[src/crc_pkg.sv]
package crc_pkg;

    // Register offsets on the byte-wide register port
    localparam logic [7:0] OFS_CTRL = 8'h00; // Control and pointer
    localparam logic [7:0] OFS_INPUT = 8'h01; // Byte input, write only
    localparam logic [7:0] OFS_WINDOW = 8'h02; // Result byte window
    localparam logic [7:0] OFS_FLIP = 8'h03; // Bit-reverse register

    // Control register field positions
    localparam int CTRL_PTR_LO = 0; // Result byte pointer, two bits
    localparam int CTRL_VAL_BIT = 2; // Init value select
    localparam int CTRL_INIT_BIT = 3; // Result init strobe
    localparam int CTRL_SEL_BIT = 4; // Poly width select

    // Reset values
    localparam logic [7:0] CTRL_RST = 8'h00;
    localparam logic [31:0] RESULT_RST = 32'h0000_0000;
    localparam logic [7:0] FLIP_RST = 8'h00;

    // Generator polynomials
    localparam logic [15:0] POLY16 = 16'h1021;
    localparam logic [31:0] POLY32 = 32'h04C1_1DB7;
    localparam logic [31:0] POLY32_REFL = 32'hEDB8_8320;

    // Initial result values
    localparam logic [31:0] INIT_ZEROS = 32'h0000_0000;
    localparam logic [31:0] INIT_ONES = 32'hFFFF_FFFF;

    // Bits folded per input write
    localparam int BITS_PER_BYTE = 8;

    // Register port request from software
    typedef struct packed {
        logic [7:0] addr; // Register offset
        logic [7:0] wdata; // Write data
        logic we; // Write strobe, one cycle
        logic re; // Read strobe, one cycle
    } reg_req_t;

endpackage

[src/crc_byte_step.sv]
`timescale 1ns/100ps
module crc_byte_step
    import crc_pkg::*;
(
    input wire logic half_mode, // High for the 16-bit polynomial
    input wire logic [31:0] acc, // Current result
    input wire logic [7:0] data, // Input byte
    output logic [31:0] next_acc // Result after eight bits
);
    // One stage value per bit, stage 0 holds the folded byte
    logic [31:0] stage [0:BITS_PER_BYTE];

    // Fold the byte into the top or the low byte of the result
    always_comb begin
        if (half_mode) begin
            stage[0] = {acc[31:16], acc[15:0] ^ {data, 8'h00}};
        end else begin
            stage[0] = acc ^ {24'h00_0000, data};
        end
    end

    // Eight shift stages, all in one cycle so no start command is needed
    genvar i;
    generate
        for (i = 0; i < BITS_PER_BYTE; i++) begin : g_bit
            always_comb begin
                if (half_mode) begin
                    // MSB first, top bit tested before the shift
                    stage[i+1][31:16] = stage[i][31:16];
                    stage[i+1][15:0] = {stage[i][14:0], 1'b0} ^
                        (stage[i][15] ? POLY16 : 16'h0000);
                end else begin
                    // Reflected, low bit tested before the shift
                    stage[i+1] = {1'b0, stage[i][31:1]} ^
                        (stage[i][0] ? POLY32_REFL : 32'h0000_0000);
                end
            end
        end
    endgenerate

    assign next_acc = stage[BITS_PER_BYTE];

endmodule

[src/bit_flip.sv]
`timescale 1ns/100ps
module bit_flip #(
    parameter int WIDTH = 8 // Width of the value to reverse
) (
    input wire logic [WIDTH-1:0] din, // Value as written
    output logic [WIDTH-1:0] dout // Value with bit order reversed
);
    // Pure wiring, costs no logic, so reads see it at once
    genvar i;
    generate
        for (i = 0; i < WIDTH; i++) begin : g_rev
            assign dout[i] = din[WIDTH-1-i];
        end
    endgenerate

endmodule

[src/crc_engine_16_32.sv]
// Summary of operation
// - Each written input byte is folded in
// - Result held as 16 or 32 bits
// - Result reached only through pointer and window
// - Separate bit-reverse register for data bytes
// - 16-bit mode: MSB first, polynomial 0x1021
// - 16-bit: byte XORed into upper eight bits
// - 16-bit: shift left, XOR poly on top bit
// - 32-bit mode: reflected 0x04C11DB7 polynomial
// - 32-bit: byte XORed into low byte
// - 32-bit: shift right, XOR on low bit
// - Width select: 0 is 32-bit, 1 16-bit
// - Init strobe loads zeros or ones per select
// - Pointer picks byte, aliases, increments per window access
// - Result updates after each input write
//
// Our own choices: the strobed register port and the address map.
`timescale 1ns/100ps
module crc_engine_16_32
    import crc_pkg::*;
(
    input wire logic core_clk, // System clock, 100 MHz
    input wire logic rst_b, // Synchronous reset, active low
    input crc_pkg::reg_req_t req, // Register port request
    output logic [7:0] rdata // Read data, cycle after read strobe
);
    import crc_pkg::*;

    // Decoded accesses
    logic wr_ctrl; // Control write
    logic wr_input; // Input byte write
    logic wr_window; // Window write
    logic wr_flip; // Bit-reverse register write
    logic rd_window; // Window read

    // Control state
    logic half_mode_r; // Poly width select
    logic half_mode_nxt;
    logic init_ones_r; // Init value select
    logic init_ones_nxt;
    logic [1:0] ptr_r; // Result byte pointer
    logic [1:0] ptr_nxt;

    // Result and helper state
    logic [31:0] result_r; // Internal result, not mapped
    logic [31:0] result_nxt;
    logic [31:0] step_acc; // Result after folding one byte
    logic [7:0] flip_r; // Bit-reverse register
    logic [7:0] flip_nxt;
    logic [7:0] flip_rev; // Reversed view of flip_r
    logic [7:0] rdata_r; // Registered read data
    logic [7:0] rdata_nxt;

    // Effective byte select: aliasing folds the top half away
    logic [1:0] sel_byte;
    logic [7:0] win_byte; // Result byte under the pointer

    // Address decode; the master never raises both strobes together
    always_comb begin
        wr_ctrl = req.we && (req.addr == OFS_CTRL);
        wr_input = req.we && (req.addr == OFS_INPUT);
        wr_window = req.we && (req.addr == OFS_WINDOW);
        wr_flip = req.we && (req.addr == OFS_FLIP);
        rd_window = req.re && (req.addr == OFS_WINDOW);
    end

    // Folding network, eight bits in a single cycle
    crc_byte_step u_step (
        .half_mode(half_mode_r),
        .acc(result_r),
        .data(req.wdata),
        .next_acc(step_acc)
    );

    // Reverse network for the bit-reverse register
    bit_flip #(
        .WIDTH(8)
    ) u_flip (
        .din(flip_r),
        .dout(flip_rev)
    );

    // Byte selection under the pointer
    always_comb begin
        // In 16-bit mode pointer values 2 and 3 alias to 0 and 1
        sel_byte = half_mode_r ? {1'b0, ptr_r[0]} : ptr_r;
        case (sel_byte)
            2'h0: win_byte = result_r[7:0];
            2'h1: win_byte = result_r[15:8];
            2'h2: win_byte = result_r[23:16];
            2'h3: win_byte = result_r[31:24];
            default: win_byte = 8'h00;
        endcase
    end

    // Control next values
    always_comb begin
        half_mode_nxt = half_mode_r;
        init_ones_nxt = init_ones_r;
        ptr_nxt = ptr_r;
        if (wr_ctrl) begin
            // 0 picks the 32-bit polynomial, 1 the 16-bit one
            half_mode_nxt = req.wdata[CTRL_SEL_BIT];
            init_ones_nxt = req.wdata[CTRL_VAL_BIT];
            ptr_nxt = req.wdata[CTRL_PTR_LO +: 2];
        end else if (wr_window || rd_window) begin
            // Any window access moves to the next byte, wrapping
            ptr_nxt = ptr_r + 2'h1;
        end
    end

    // Control registers
    always_ff @(posedge core_clk) begin
        if (!rst_b) begin
            half_mode_r <= CTRL_RST[CTRL_SEL_BIT];
            init_ones_r <= CTRL_RST[CTRL_VAL_BIT];
            ptr_r <= CTRL_RST[CTRL_PTR_LO +: 2];
        end else begin
            half_mode_r <= half_mode_nxt;
            init_ones_r <= init_ones_nxt;
            ptr_r <= ptr_nxt;
        end
    end

    // Result next value
    always_comb begin
        result_nxt = result_r;
        if (wr_ctrl && req.wdata[CTRL_INIT_BIT]) begin
            // Init uses the select bit written in the same byte,
            // so one write can choose and load together
            result_nxt = req.wdata[CTRL_VAL_BIT] ?
                INIT_ONES : INIT_ZEROS;
        end else if (wr_input) begin
            // Automatic update, no start command
            // Mode steers the fold inside the step
            result_nxt = step_acc;
        end else if (wr_window) begin
            // Software may overwrite one byte of the result
            case (sel_byte)
                2'h0: result_nxt[7:0] = req.wdata;
                2'h1: result_nxt[15:8] = req.wdata;
                2'h2: result_nxt[23:16] = req.wdata;
                2'h3: result_nxt[31:24] = req.wdata;
                default: result_nxt = result_r;
            endcase
        end
    end

    // Result register; in 16-bit mode the upper half changes only on init
    always_ff @(posedge core_clk) begin
        if (!rst_b) begin
            result_r <= RESULT_RST;
        end else begin
            result_r <= result_nxt;
        end
    end

    // Bit-reverse register, apart from the checksum path
    always_comb begin
        flip_nxt = wr_flip ? req.wdata : flip_r;
    end

    // Bit-reverse storage
    always_ff @(posedge core_clk) begin
        if (!rst_b) begin
            flip_r <= FLIP_RST;
        end else begin
            flip_r <= flip_nxt;
        end
    end

    // Read mux; data is zero outside the cycle after a read
    always_comb begin
        rdata_nxt = 8'h00;
        if (req.re) begin
            case (req.addr)
                // Init strobe always reads back as zero
                OFS_CTRL: rdata_nxt = {3'h0, half_mode_r, 1'b0,
                    init_ones_r, ptr_r};
                // Result visible only through the window
                OFS_WINDOW: rdata_nxt = win_byte;
                OFS_FLIP: rdata_nxt = flip_rev;
                // Input port and unmapped offsets read zero
                default: rdata_nxt = 8'h00;
            endcase
        end
    end

    // Read data register drives the output directly
    always_ff @(posedge core_clk) begin
        if (!rst_b) begin
            rdata_r <= 8'h00;
        end else begin
            rdata_r <= rdata_nxt;
        end
    end

    assign rdata = rdata_r;
endmodule

[config.mk]
export PLATFORM = sky130hd
export DESIGN_NAME = crc_engine_16_32
export DESIGN_NICKNAME = d
export VERILOG_FILES = /design/src/crc_pkg.sv /design/src/crc_byte_step.sv /design/src/bit_flip.sv /design/src/crc_engine_16_32.sv
export SDC_FILE = /design/constraint.sdc
export NUM_CORES = 1
export LEC_CHECK = 0
export BUFFER_PORTS_ARGS = -buffer_cell sky130_fd_sc_hd__buf_2
export CAP_MARGIN = 0
export CORE_MARGIN = 1
export CORE_UTILIZATION = 41
export CTS_CLUSTER_SIZE = 20
export DETAILED_ROUTE_END_ITERATION = 8
export HOLD_SLACK_MARGIN = 0.08
export RECOVER_POWER = 100
export REMOVE_ABC_BUFFERS = 1
export SETUP_SLACK_MARGIN = 0.02
export SLEW_MARGIN = 15
export SYNTH_ARGS = -nofsm -noshare
export SYNTH_HDL_FRONTEND = slang
export SYNTH_SLANG_ARGS = --single-unit
[constraint.sdc]
create_clock -name core_clk -period 7 [get_ports core_clk]
set_input_delay 1.4 -clock core_clk [delete_from_list [all_inputs] [get_ports core_clk]]
set_output_delay 1.4 -clock core_clk [all_outputs]
set_load 0.03 [all_outputs]
* Word-level counts from Yosys, hierarchy flattened
Cells that the tools add are included. Widths: inputs -> output; s select.
Word-level totals: bits in registers 52, bits in latches 0, memory bits (writable) 0, bits in read-only memories 0, bits of input ports 20, output and inout port bits 8, word-level logic and storage cells 92, memories 0
Cells by class: $add $sub $neg 1, multiply operators 0, div/mod/pow operators 0, order comparisons 0, equality and inequality tests 6, shifts and indexed selects 0, mux-type cells 38, bitwise logic cells 18, reductions and logical operators 20
Operator list (number):
- $mux 32 | 21
- $xor 31x32->32 | 8
- $xor 16x16->16 | 9
- $mux 13 | 8
- $mux 8 | 4
- $pmux 8 s4 | 1
- $xor 32x8->32 | 1
- $pmux 8 s3 | 1
- $eq 8x2->1 const B | 2
- $reduce_bool 3->1 | 5
- $reduce_and 2->1 | 5
- $eq 8x1->1 const B | 1
- $logic_not 8->1 | 1
- $logic_and 1x1->1 | 6
- $mux 2 | 3
- $eq 2x2->1 const B | 2
- $add 2x1->2 const B | 1
- $eq 2x1->1 const B | 1
- $logic_not 2->1 | 1
- $reduce_bool 2->1 | 1
- $logic_or 1x1->1 | 1

* Longest topological paths before layout
Gate-level depths: netlist of run 1.
depth in word-level cells 28, mapped depth 9, depth with buffers taken out 7

* By module
From an unflattened synthesis of run 1, not the netlist that was laid out.
Unflattened totals: cells, all modules 483, area total of the unflattened synthesis 4381.7 sq um
Modules (own cells, without submodules):
- crc_engine_16_32 | times used 1, cells an instance 282, area an instance 2750.1 sq um, sequential area each 1041.0 sq um
- crc_byte_step | times used 1, cells an instance 193, area an instance 1571.5 sq um, sequential area each 0.0 sq um
- bit_flip | times used 1, cells an instance 8, area an instance 60.1 sq um, sequential area each 0.0 sq um

* Worst setup path after synthesis of run 1
OpenSTA, ideal clock, no wires.
kind input to register, start input req[3] in the netlist's numbering, end register result_r[27], setup time 118 ps, arrival 3038 ps, data required time 6882 ps, path slack 3844 ps, stages on the path 9, path buffers 2, path through buf_6 -> xnor2_4 -> xnor2_1 -> and2_1 -> buf_6 -> xor3_1 -> a211o_1 -> a21oi_1 -> o21ai_1
Between the ends: cells in the longest elaborated chain, start to end 27, elaborated cells on any way between the ends 35, those cells by class mux: 18; bitwise: 17
Ends and longest elaborated chain:
- start, declared | line crc_engine_16_32.sv:24 | input crc_pkg::reg_req_t req,
- $xor 32x8->32 | line crc_byte_step.sv:18 | stage[0] = acc ^ {24'h00_0000, data};
- $mux 32 * | line crc_byte_step.sv:15 | if (half_mode) begin
- $xor 31x32->32 | line crc_byte_step.sv:34 | stage[i+1] = {1'b0, stage[i][31:1]} ^
- $mux 32 * | line crc_byte_step.sv:27 | if (half_mode) begin
- $mux 32 | line crc_byte_step.sv:35 | (stage[i][0] ? POLY32_REFL : 32'h0000_0000);
- $xor 31x32->32 | line crc_byte_step.sv:34
- $mux 32 * | line crc_byte_step.sv:27
- $mux 13 | line crc_byte_step.sv:31 | (stage[i][15] ? POLY16 : 16'h0000);
- [... 11 more ...]
- $mux 13 | line crc_byte_step.sv:31
- $xor 16x16->16 | line crc_byte_step.sv:30 | stage[i+1][15:0] = {stage[i][14:0], 1'b0} ^
- $mux 32 * | line crc_byte_step.sv:27
- $mux 32 | line crc_byte_step.sv:35
- $xor 31x32->32 | line crc_byte_step.sv:34
- $mux 32 * | line crc_byte_step.sv:27
- $mux 32 * | line crc_engine_16_32.sv:133 | end else if (wr_input) begin
- $mux 32 * | line crc_engine_16_32.sv:128 | if (wr_ctrl && req.wdata[CTRL_INIT_BIT]) begin
- end signal, assigned | line crc_engine_16_32.sv:154 | result_r <= result_nxt;
- end, declared | line crc_engine_16_32.sv:45 | logic [31:0] result_r;
Every way passes the cells marked *; elsewhere a longest branch is shown, timed or not. A chain may end at the register's enable or synchronous reset.

* Final worst setup path of run 1
start input req[17] in the netlist's numbering, end register result_r[20]
Between the ends: cells in the longest elaborated chain, start to end 5, elaborated cells on any way between the ends 12, those cells by class eq/ne: 2; mux: 2; reduce/logical: 8
Ends and longest elaborated chain:
- $logic_not 8->1 | line crc_engine_16_32.sv:60 | wr_ctrl = req.we && (req.addr == OFS_CTRL);
- $logic_and 1x1->1 | line crc_engine_16_32.sv:60
- $logic_and 1x1->1 | line crc_engine_16_32.sv:128
- $reduce_bool 3->1 (no line)
- $reduce_and 2->1 (no line)
Parallel ways exist; a longest one is shown, timed or not.

==> out/qor.csv, run 1 <==
stage,metric,value,unit
floorplanning,row_count,37,
critical_path,reg2reg_depth,8,
critical_path,start_kind,primary input,
critical_path,path_class,primary input to flip-flop,
sta,hold_viol,0,
critical_path,reg2reg_slack,3.71,ns
grt,antenna_found_initial,0,
grt,grt_overflow,0,
place,place_hpwl,9.55,mm
clock_tree,cts_resized,0,
sta,slew_headroom,-3.00,%
clock_tree,clock-sinks,52,
clock_tree,cts_tree,built,
grt,grt_pass1_vias,3524,
place,io_buffers,27,
worst_hold_path,hold_class,flip-flop to flip-flop,
critical_path,cp-end-kind,flip-flop,
status,run_status,finished with violations,
sta,fin_ws,2.46,ns
sta,fin_skew,0.00432,ns
synthesis,synth-seq-area-share,23.8,%
final_layout,fin_nets,538,
clock_tree,cts-root-buf,clkbuf_8,
detailed_routing,wl_per_cell,21.1,microns
critical_path,worstPathMaxFanout,8,
detailed_routing,vias,3908,
detailed_routing,drtIter0Drc,324,
place,dp_cells,647,
synthesis,yosys_warnings,0,
synthesis,synth.area.top_cells,"dfxtp_1 (24%), xnor2_1 (10%), xor2_1 (6.8%)",
floorplanning,io_pins,28,
place,gp_congestion,0.915,
status,violations,"capacitance limit, slew limit",
synthesis,async_flop_share,0,%
power_and_ir_drop,peakVddDrop,0.0752,mV
detailed_routing,final_antenna_net_count,0,
sta,post-route-min-period,4.54,ns
sta,slew_violations,9,
synthesis,yosysTopAreaCell,dfxtp_1,
clock_tree,clk_pin_slew,0.11,ns
sta,rsz0062_at_grt,false,
sta,tightest_slew,1.54,ns
final_layout,seqCellArea,0.00104,sq mm
critical_path,reg2reg_from,half_mode_r,
floorplanning,start_util,42.4,%
clock_tree,htree_levels,2,
sta,whs,0.463,ns
synthesis,synth_common_cells,"dfxtp_1 (52), xnor2_1 (50), nand2_1 (49)",
floorplanning,die_area,0.0111,sq mm
synthesis,avgSynthCellArea,8.43,sq um
clock_tree,clock_latency,0.32,ns
synthesis,netlist.area_leader.share,23.8,%
sta,fin_setup_tns,0,ns
detailed_routing,routed_wl,13.8,mm
critical_path,arrival,4.75,ns
final_layout,antenna_cells,0,
synthesis,synthCells,520,
grt,grt_max_degree,47,
synthesis,yosysUniqueCellTypes,61,
place,pre_cts_ws,3.05,ns
final_layout,fill_cells,1025,
synthesis,synth_area,0.00438,sq mm
power_and_ir_drop,leakagePower,1.69,nW
final_layout,multiInputGateArea,0.00308,sq mm
synthesis,synth_seq_cells,52,
sta,clock.fmax,220,MHz
run,max-cap-violations,1,
detailed_routing,drc_errors,0,
synthesis,synth_ff_type,dfxtp_1,
worst_hold_path,whs_path_depth,2,
clock_tree,cts_hold_buf,0,
grt,grt_pass1_wl,21.1,mm
final_layout,area_growth,3.97,%
detailed_routing,viasPerCell,5.97,
final_layout,finalNonFillerCells,655,
critical_path,crit_required,7.21,ns
worst_hold_path,hp-start,flip_r[1],
sta,period_share,64.8,%
sta,setup-violations-final,0,
final_layout,drive_gt1_share,11.9,%
grt,grt_use_total,25.1,%
clock_tree,cts_max_path_buffers,2,
critical_path,r2r-end,result_r[20],
clock_tree,cts_buffers,5,
synthesis,yosysMostFrequentCell,dfxtp_1,
synthesis,synth_edf_count,0,
detailed_routing,firstDrtPassIters,5,
power_and_ir_drop,power_density,145,mW/mm^2
floorplanning,coreArea,0.0103,sq mm
power_and_ir_drop,power,0.000661,W
floorplanning,fp.dieH,105,microns
worst_hold_path,min_to,rdata[6],
floorplanning,dieWidth,105,microns
clock_tree,post_cts_buffers,0,
layer usage:
metal  GRT usage [%]  routed length, microns  vias up
met2            38.2                    6070      226
met5               0                       0        -
met4            7.55                     300        0
met1            35.3                    6020     1843
li1                -                       -     1810
met3            5.50                    1410       29
metrics by stage:
step | utilization [%] | area (sq um)
CTS | 44.4 | 4580
detailed placement | 43.5 | 4490
floorplan | - | 4160
global placement | 43.5 | 4490
finish | 44.1 | 4560
global route | 44.1 | 4560
where the power goes:
group / switching [W] / internal, W
combinational: 0.000101 / 0.0000731
sequential: 0.00000129 / 0.000296
clock: 0.000118 / 0.0000715
worst max path at each step:
stage / from / to / cells after the start / slack, ns
after floorplan: req[17] / result_r[1] / 7 / 3.68
after global placement: req[17] / result_r[3] / 8 / 3.02
after detailed placement: req[17] / result_r[3] / 8 / 3.05
after CTS: req[17] / result_r[3] / 8 / 3.39
after global routing: req[17] / result_r[20] / 8 / 2.25
final: req[17] / result_r[20] / 8 / 2.46
final cells by class:
class                           count  share of cell area [%]
Multi-Input combinational cell    423                    67.6
Clock buffer                        5                    1.51
Tap cell                          136                    3.74
Sequential cell                    52                    22.9
Timing Repair Buffer               31                    3.41
Clock inverter                      3                   0.467
Inverter                            5                   0.412
registers in the layout, summed over array words and instances (netlist names):
name	count
rdata	8
flip_r	8
ptr_r	2
init_ones_r	1
half_mode_r	1
result_r	32
cells in the final DEF, fill, tap and decap left out, types with 3 or more instances in the layout:
| cell | n |
|---|---|
| a21oi_1 | 37 |
| a211oi_1 | 3 |
| a31oi_1 | 13 |
| o211ai_1 | 7 |
| o221a_2 | 3 |
| buf_2 | 19 |
| and2_0 | 4 |
| and3_1 | 6 |
| inv_1 | 5 |
| mux4_2 | 7 |
| mux2i_1 | 23 |
| nor3_1 | 9 |
| xnor2_4 | 3 |
| and2_1 | 5 |
| xor2_1 | 34 |
| buf_4 | 4 |
| xnor3_1 | 4 |
| a221oi_1 | 3 |
| clkbuf_1 | 8 |
| nand2_1 | 49 |
| o21ai_0 | 42 |
| xnor2_1 | 50 |
| o22ai_1 | 3 |
| nand2b_1 | 4 |
| dfxtp_1 | 52 |
| nor2b_1 | 16 |
| nor2_1 | 36 |
| clkbuf_8 | 5 |
| nand3_1 | 17 |
| xnor2_2 | 8 |
worst max-delay path, cell delays in order:
cell,delay [ns]
buf_2,0.10
nor4_1,0.68
and2_0,0.33
nand2_1,0.23
a211oi_1,1.23
nand2_1,0.34
a221oi_1,0.34
a21oi_1,0.10
cells by family (layout without fill, tap and decap cells):
group / Yosys count / in the layout / share of synthesized area (%)
xor gates and xnor gates: 103 / 103 / 25.6
DFF: 52 / 52 / 23.8
and+or+nand+nor: 158 / 158 / 17.4
buffers and inverters: 45 / 44 / 5.51
muxes: 32 / 32 / 9.37
AOI/OAI and AO/OA: 130 / 130 / 18.3
(Power assumes the default switching activity.)
==> run 2: changes to the inputs <==
==> constraint.sdc (replaced) <==
create_clock -name core_clk -period 3.9 [get_ports core_clk]
set_input_delay 0.78 -clock core_clk [delete_from_list [all_inputs] [get_ports core_clk]]
set_output_delay 0.78 -clock core_clk [all_outputs]
set_load 0.03 [all_outputs]
==> out/qor.csv, run 2 (synthesis gave the netlist of run 1 again) <==
stage,metric,value,unit,change
worst_hold_path,hold_class,flip-flop to flip-flop,,
sta,fin_ws,0.773,ns,-1.69 ns
final_layout,top_register,result_r,,
clock_tree,cts_buffers,5,,unchanged
clock_tree,clock-sinks,52,,unchanged
floorplanning,fp.dieH,105,microns,unchanged
sta,rsz0062_at_grt,false,,
place,dp_cells,652,,+0.77%
place,pre_cts_ws,0.865,ns,-2.18 ns
detailed_routing,final_antenna_net_count,0,,unchanged
clock_tree,cts_hold_buf,0,,unchanged
sta,slew_violations,0,,-9
sta,period_share,80.2,%,
place,io_buffers,27,,unchanged
detailed_routing,routed_wl,13.8,mm,+0.20%
clock_tree,cts_resized,0,,unchanged
floorplanning,coreArea,0.0103,sq mm,unchanged
power_and_ir_drop,leakagePower,1.72,nW,+1.4%
final_layout,antenna_cells,0,,unchanged
detailed_routing,wl_met1,6.21,mm,+3.1%
floorplanning,dieWidth,105,microns,unchanged
clock_tree,cts_max_path_buffers,2,,unchanged
sta,clock.fmax,320,MHz,
critical_path,arrival,3.35,ns,-1.40 ns
clock_tree,cts_tree,built,,
final_layout,final_cell_mix,"dfxtp_1 (52), xnor2_1 (50), nand2_1 (49)",,
detailed_routing,wl_met3,1.20,mm,-14%
power_and_ir_drop,peakVddDrop,0.173,mV,+130%
critical_path,cp_num_buf_inv,2,,+1
grt,grt_max_degree,27,,-43%
critical_path,start_kind,primary input,,
detailed_routing,wl_per_cell,20.9,microns,-0.56%
place,gp_congestion,0.903,,-1.4%
detailed_routing,drc_errors,0,,unchanged
critical_path,crit_required,4.12,ns,-3.09 ns
floorplanning,row_count,37,,unchanged
floorplanning,io_pins,28,,unchanged
final_layout,largest_reg_flops,32,,unchanged
clock_tree,cts-root-buf,clkbuf_8,,
final_layout,area_growth,5.14,%,
sta,fin_skew,0.00813,ns,+0.00381 ns
sta,slew_headroom,1.76,%,+4.8 points
critical_path,worstPathMaxFanout,21,,+13
sta,post-route-min-period,3.13,ns,
final_layout,fin_nets,543,,+0.93%
grt,grt_pass1_vias,3708,,+5.2%
floorplanning,start_util,42.4,%,unchanged
critical_path,worstPathCellList,clkbuf_1 > nor4b_1 > and2_1 > o21ai_0 > nand2_1 > buf_4 > nand3_1 > o21ai_0 > nor2_1,,
grt,grt_pass1_wl,21.6,mm,+2.3%
sta,fin_setup_tns,0,ns,unchanged
sta,setup-violations-final,0,,unchanged
status,run_status,completed,,
critical_path,max_stage_delay,0.66,ns,-0.57 ns
detailed_routing,top_layer_used,met4,,
final_layout,finalNonFillerCells,660,,+0.76%
detailed_routing,drtIter0Drc,385,,+19%
final_layout,final_util,44.6,%,+0.50 points
final_layout,final_common_cell,dfxtp_1,,
detailed_routing,met2_wirelength,6.10,mm,+0.46%
floorplanning,die_area,0.0111,sq mm,unchanged
detailed_routing,firstDrtPassIters,5,,unchanged
grt,grt_use_total,25.8,%,+0.70 points
grt,antenna_found_initial,0,,unchanged
critical_path,critPathTopFamily,simple AND/OR/NAND/NOR gates,,
clock_tree,post_cts_buffers,0,,unchanged
power_and_ir_drop,power_density,262,mW/mm^2,+80%
detailed_routing,vias,3898,,-0.26%
final_layout,drive_gt1_share,12.4,%,+0.46 points
critical_path,cp-end-kind,flip-flop,,
clock_tree,htree_levels,2,,unchanged
critical_path,cpMaxStageDelayCell,nor4b_1,,
sta,tightest_slew,1.46,ns,-0.0776 ns
clock_tree,clock_latency,0.33,ns,about the same
final_layout,fill_cells,1031,,+0.59%
grt,grt_overflow,0,,unchanged
place,place_hpwl,9.88,mm,+3.4%
sta,hold_viol,0,,unchanged
run,max-cap-violations,0,,-1
critical_path,worst_path_most_repeated_cell,o21ai_0,,
detailed_routing,viasPerCell,5.91,,-1.0%
critical_path,path_class,primary input to flip-flop,,
clock_tree,clk_pin_slew,0.11,ns,about the same
-- run 2: cell count changes in the layout (fill, tap and decap cells not counted), sizes merged --
cell,before,now
buf,23,26
clkbuf,13,15
-- run 2: final cells by class --
| type | count | area (sq um) | area share (%) |
|---|---|---|---|
| Sequential cell | 52 | 1040 | 22.6 |
| Tap cell | 136 | 170 | 3.69 |
| Inverter | 5 | 18.8 | 0.407 |
| Clock inverter | 3 | 27.5 | 0.598 |
| Multi-Input combinational cell | 423 | 3090 | 67.1 |
| Timing Repair Buffer | 36 | 188 | 4.07 |
| Clock buffer | 5 | 68.8 | 1.49 |
-- run 2: path summary, 6_finish.rpt --
check | from | end | slack [ns] | cells after the start
max reg2reg | half_mode_r | result_r[29] | 1.00 | 8
min reg2reg | flip_r[2] | rdata[5] | 0.47 | 2
min | flip_r[2] | rdata[5] | 0.47 | 2
max | req[11] | result_r[9] | 0.77 | 9
-- run 2: where the power goes --
part / switching [W] / internal (W) / leakage, nW
Sequential: 0.00000238 / 0.000532 / 0.419
Combinational: 0.000181 / 0.000132 / 1.25
Clock: 0.000226 / 0.000133 / 0.0463
-- run 2: through the flow --
step / instance area [sq um] / hold WS (ns) / total power [W]
after floorplan: 4160 / 0.432 / 0.000761
final: 4610 / 0.468 / 0.00121
after CTS: 4630 / 0.468 / 0.00120
after global routing: 4610 / 0.481 / 0.00125
after global placement: 4530 / 0.448 / 0.000851
after detailed placement: 4530 / 0.451 / 0.000852
-- run 2: worst reg2reg max path, cell delays in order, from the launching register on --
cell and delay [ns]:
dfxtp_1 0.43, buf_4 0.27, nor2b_1 0.13, clkbuf_1 0.80, nand3_1 0.20, o21ai_0 0.13
nand2_1 0.16, or3b_2 0.48, o31ai_2 0.24
-- run 2: metal layers --
metal,GRT usage (%),vias up
li1,-,1827
met1,37.0,1832
met2,39.4,213
met3,4.33,26
met4,7.55,0
met5,0,-
==> run 3: changes to the inputs <==
==> constraint.sdc (replaced) <==
create_clock -name core_clk -period 3.25 [get_ports core_clk]
set_input_delay 0.65 -clock core_clk [delete_from_list [all_inputs] [get_ports core_clk]]
set_output_delay 0.65 -clock core_clk [all_outputs]
set_load 0.03 [all_outputs]
==> out/qor.csv, run 3 (synthesis gave the netlist of run 1 again) <==
stage,metric,value,unit,change
detailed_routing,wl_per_cell,22.1,microns,+5.6%
sta,hold_viol,0,,unchanged
grt,grt_pass1_wl,23.1,mm,+6.8%
grt,grtUsageMet2,42.5,%,+3.1 points
worst_hold_path,hp-start,flip_r[1],,
critical_path,start_kind,primary input,,
critical_path,worstPathMaxFanout,8,,-62%
grt,grt_pass1_vias,3853,,+3.9%
clock_tree,clk_pin_slew,0.12,ns,about the same
critical_path,reg2reg_from,half_mode_r,,
clock_tree,cts_buffers,5,,unchanged
critical_path,reg2reg_slack,0.35,ns,-0.65 ns
detailed_routing,firstDrtPassIters,5,,unchanged
worst_hold_path,min_to,rdata[6],,
power_and_ir_drop,leakagePower,1.78,nW,+4.0%
sta,clock.fmax,332,MHz,
place,io_buffers,27,,unchanged
sta,setup-violations-final,0,,unchanged
place,place_hpwl,10.9,mm,+11%
place,gp_congestion,1.01,,+11%
grt,use_met3,4.39,%,+0.062 points
clock_tree,clock-sinks,52,,unchanged
detailed_routing,drtIter0Drc,474,,+23%
clock_tree,cts_tree,built,,
clock_tree,cts_max_path_buffers,2,,unchanged
worst_hold_path,whs_path_depth,2,,unchanged
critical_path,reg2reg_depth,8,,unchanged
sta,slew_headroom,31.4,%,+30 points
critical_path,arrival,3.22,ns,-0.13 ns
grt,antenna_found_initial,0,,unchanged
final_layout,antenna_cells,0,,unchanged
sta,post-route-min-period,3.01,ns,
power_and_ir_drop,power_frac_clock,28.8,%,-0.9 points
worst_hold_path,hold_class,flip-flop to flip-flop,,
clock_tree,htree_levels,2,,unchanged
sta,slew_violations,0,,unchanged
detailed_routing,vias,4128,,+5.9%
detailed_routing,routed_wl,15.0,mm,+8.2%
power_and_ir_drop,peakVddDrop,0.293,mV,+69%
detailed_routing,drc_errors,0,,unchanged
clock_tree,cts-root-buf,clkbuf_8,,
final_layout,drive_gt1_share,14.4,%,+2.0 points
floorplanning,io_pins,28,,unchanged
floorplanning,dieWidth,105,microns,unchanged
sta,fin_setup_tns,0,ns,unchanged
critical_path,worstSetupStartpoint,req[17],,
critical_path,crit_required,3.46,ns,-0.66 ns
detailed_routing,viasPerCell,6.11,,+3.4%
sta,rsz0062_at_grt,false,,
power_and_ir_drop,power,0.00145,W,+20%
grt,busiest_layer,met2,,
detailed_routing,final_antenna_net_count,0,,unchanged
floorplanning,die_area,0.0111,sq mm,unchanged
clock_tree,cts_hold_buf,0,,unchanged
power_and_ir_drop,power_density,307,mW/mm^2,+17%
final_layout,largest_reg_flops,32,,unchanged
power_and_ir_drop,switching_share,33.2,%,-0.74 points
critical_path,r2r-end,result_r[20],,
sta,fin_ws,0.237,ns,-0.536 ns
sta,tightest_slew,1.02,ns,-0.436 ns
power_and_ir_drop,pwr-share-comb,26.9,%,+1.0 points
grt,grt_overflow,0,,unchanged
grt,grtUsageMet1,38.7,%,+1.7 points
critical_path,cp-end-kind,flip-flop,,
power_and_ir_drop,p_int,0.000966,W,+21%
final_layout,final_cell_mix,"dfxtp_1 (52), nand2_1 (50), xnor2_1 (50)",,
power_and_ir_drop,p_seq_share,44.4,%,about the same
clock_tree,cts_resized,0,,unchanged
place,pre_cts_ws,0.233,ns,-0.632 ns
final_layout,area_growth,7.48,%,
status,run_status,completed,,
clock_tree,clock_latency,0.32,ns,about the same
sta,period_share,92.7,%,
final_layout,top_register,result_r,,
clock_tree,post_cts_buffers,0,,unchanged
sta,fin_skew,0.0142,ns,+0.00608 ns
floorplanning,start_util,42.4,%,unchanged
power_and_ir_drop,switchingPower,0.000480,W,+17%
grt,grt_use_total,27.6,%,+1.8 points
place,dp_cells,668,,+2.5%
final_layout,final_common_cell,dfxtp_1,,
floorplanning,fp.dieH,105,microns,unchanged
floorplanning,coreArea,0.0103,sq mm,unchanged
final_layout,finalNonFillerCells,676,,+2.4%
grt,grt_max_degree,27,,unchanged
final_layout,fin_nets,559,,+2.9%
critical_path,path_class,primary input to flip-flop,,
sta,whs,0.461,ns,-0.00665 ns
floorplanning,row_count,37,,unchanged
run,max-cap-violations,0,,unchanged
## run 3: final cells by class
| class | count | area, sq um |
|---|---|---|
| well taps | 136 | 170 |
| flip-flops and latches | 52 | 1040 |
| repair buffers | 52 | 299 |
| clock inverters | 3 | 27.5 |
| fillers | 1027 | 5610 |
| multi-input cells | 423 | 3080 |
| inverters | 5 | 18.8 |
| clock buffers | 5 | 68.8 |
## run 3: worst max-delay path: stages
cell	delay (ns)
buf_2	0.09
nor4_1	0.68
and2_1	0.32
nand2_1	0.25
a211oi_4	0.57
nand2_1	0.22
a221oi_1	0.32
a21oi_1	0.12
## run 3: per-layer routing
metal / wire length [microns] / vias up
li1: - / 1850
met1: 6250 / 1932
met2: 6570 / 297
met3: 1580 / 49
met4: 554 / 0
met5: 0 / -
## run 3: how the worst max path moves through the flow
stage               slack (ns)  cells past startpoint      endpoint
floorplan                 0.42                      6  result_r[27]
global placement          0.31                      8  result_r[20]
detailed placement        0.23                      8  result_r[20]
CTS                       0.47                      8  result_r[20]
global route              0.20                      8  result_r[20]
finish                    0.24                      8  result_r[20]
## run 3: power groups by stage
| stage | sequential [W] | clock [W] | combinational (W) |
|---|---|---|---|
| final | 0.000641 | 0.000416 | 0.000389 |
| after global routing | 0.000642 | 0.000452 | 0.000413 |
| after CTS | 0.000641 | 0.000419 | 0.000383 |
| after detailed placement | 0.000656 | 0 | 0.000380 |
| after global placement | 0.000656 | 0 | 0.000379 |
| after floorplan | 0.000655 | 0 | 0.000258 |
## run 3: per-stage QoR
step,area [sq um],utilization [%]
after CTS,4750,46.0
after detailed placement,4650,45.1
after global placement,4650,45.1
after global routing,4710,45.6
after floorplan,4160,-
final,4710,45.6
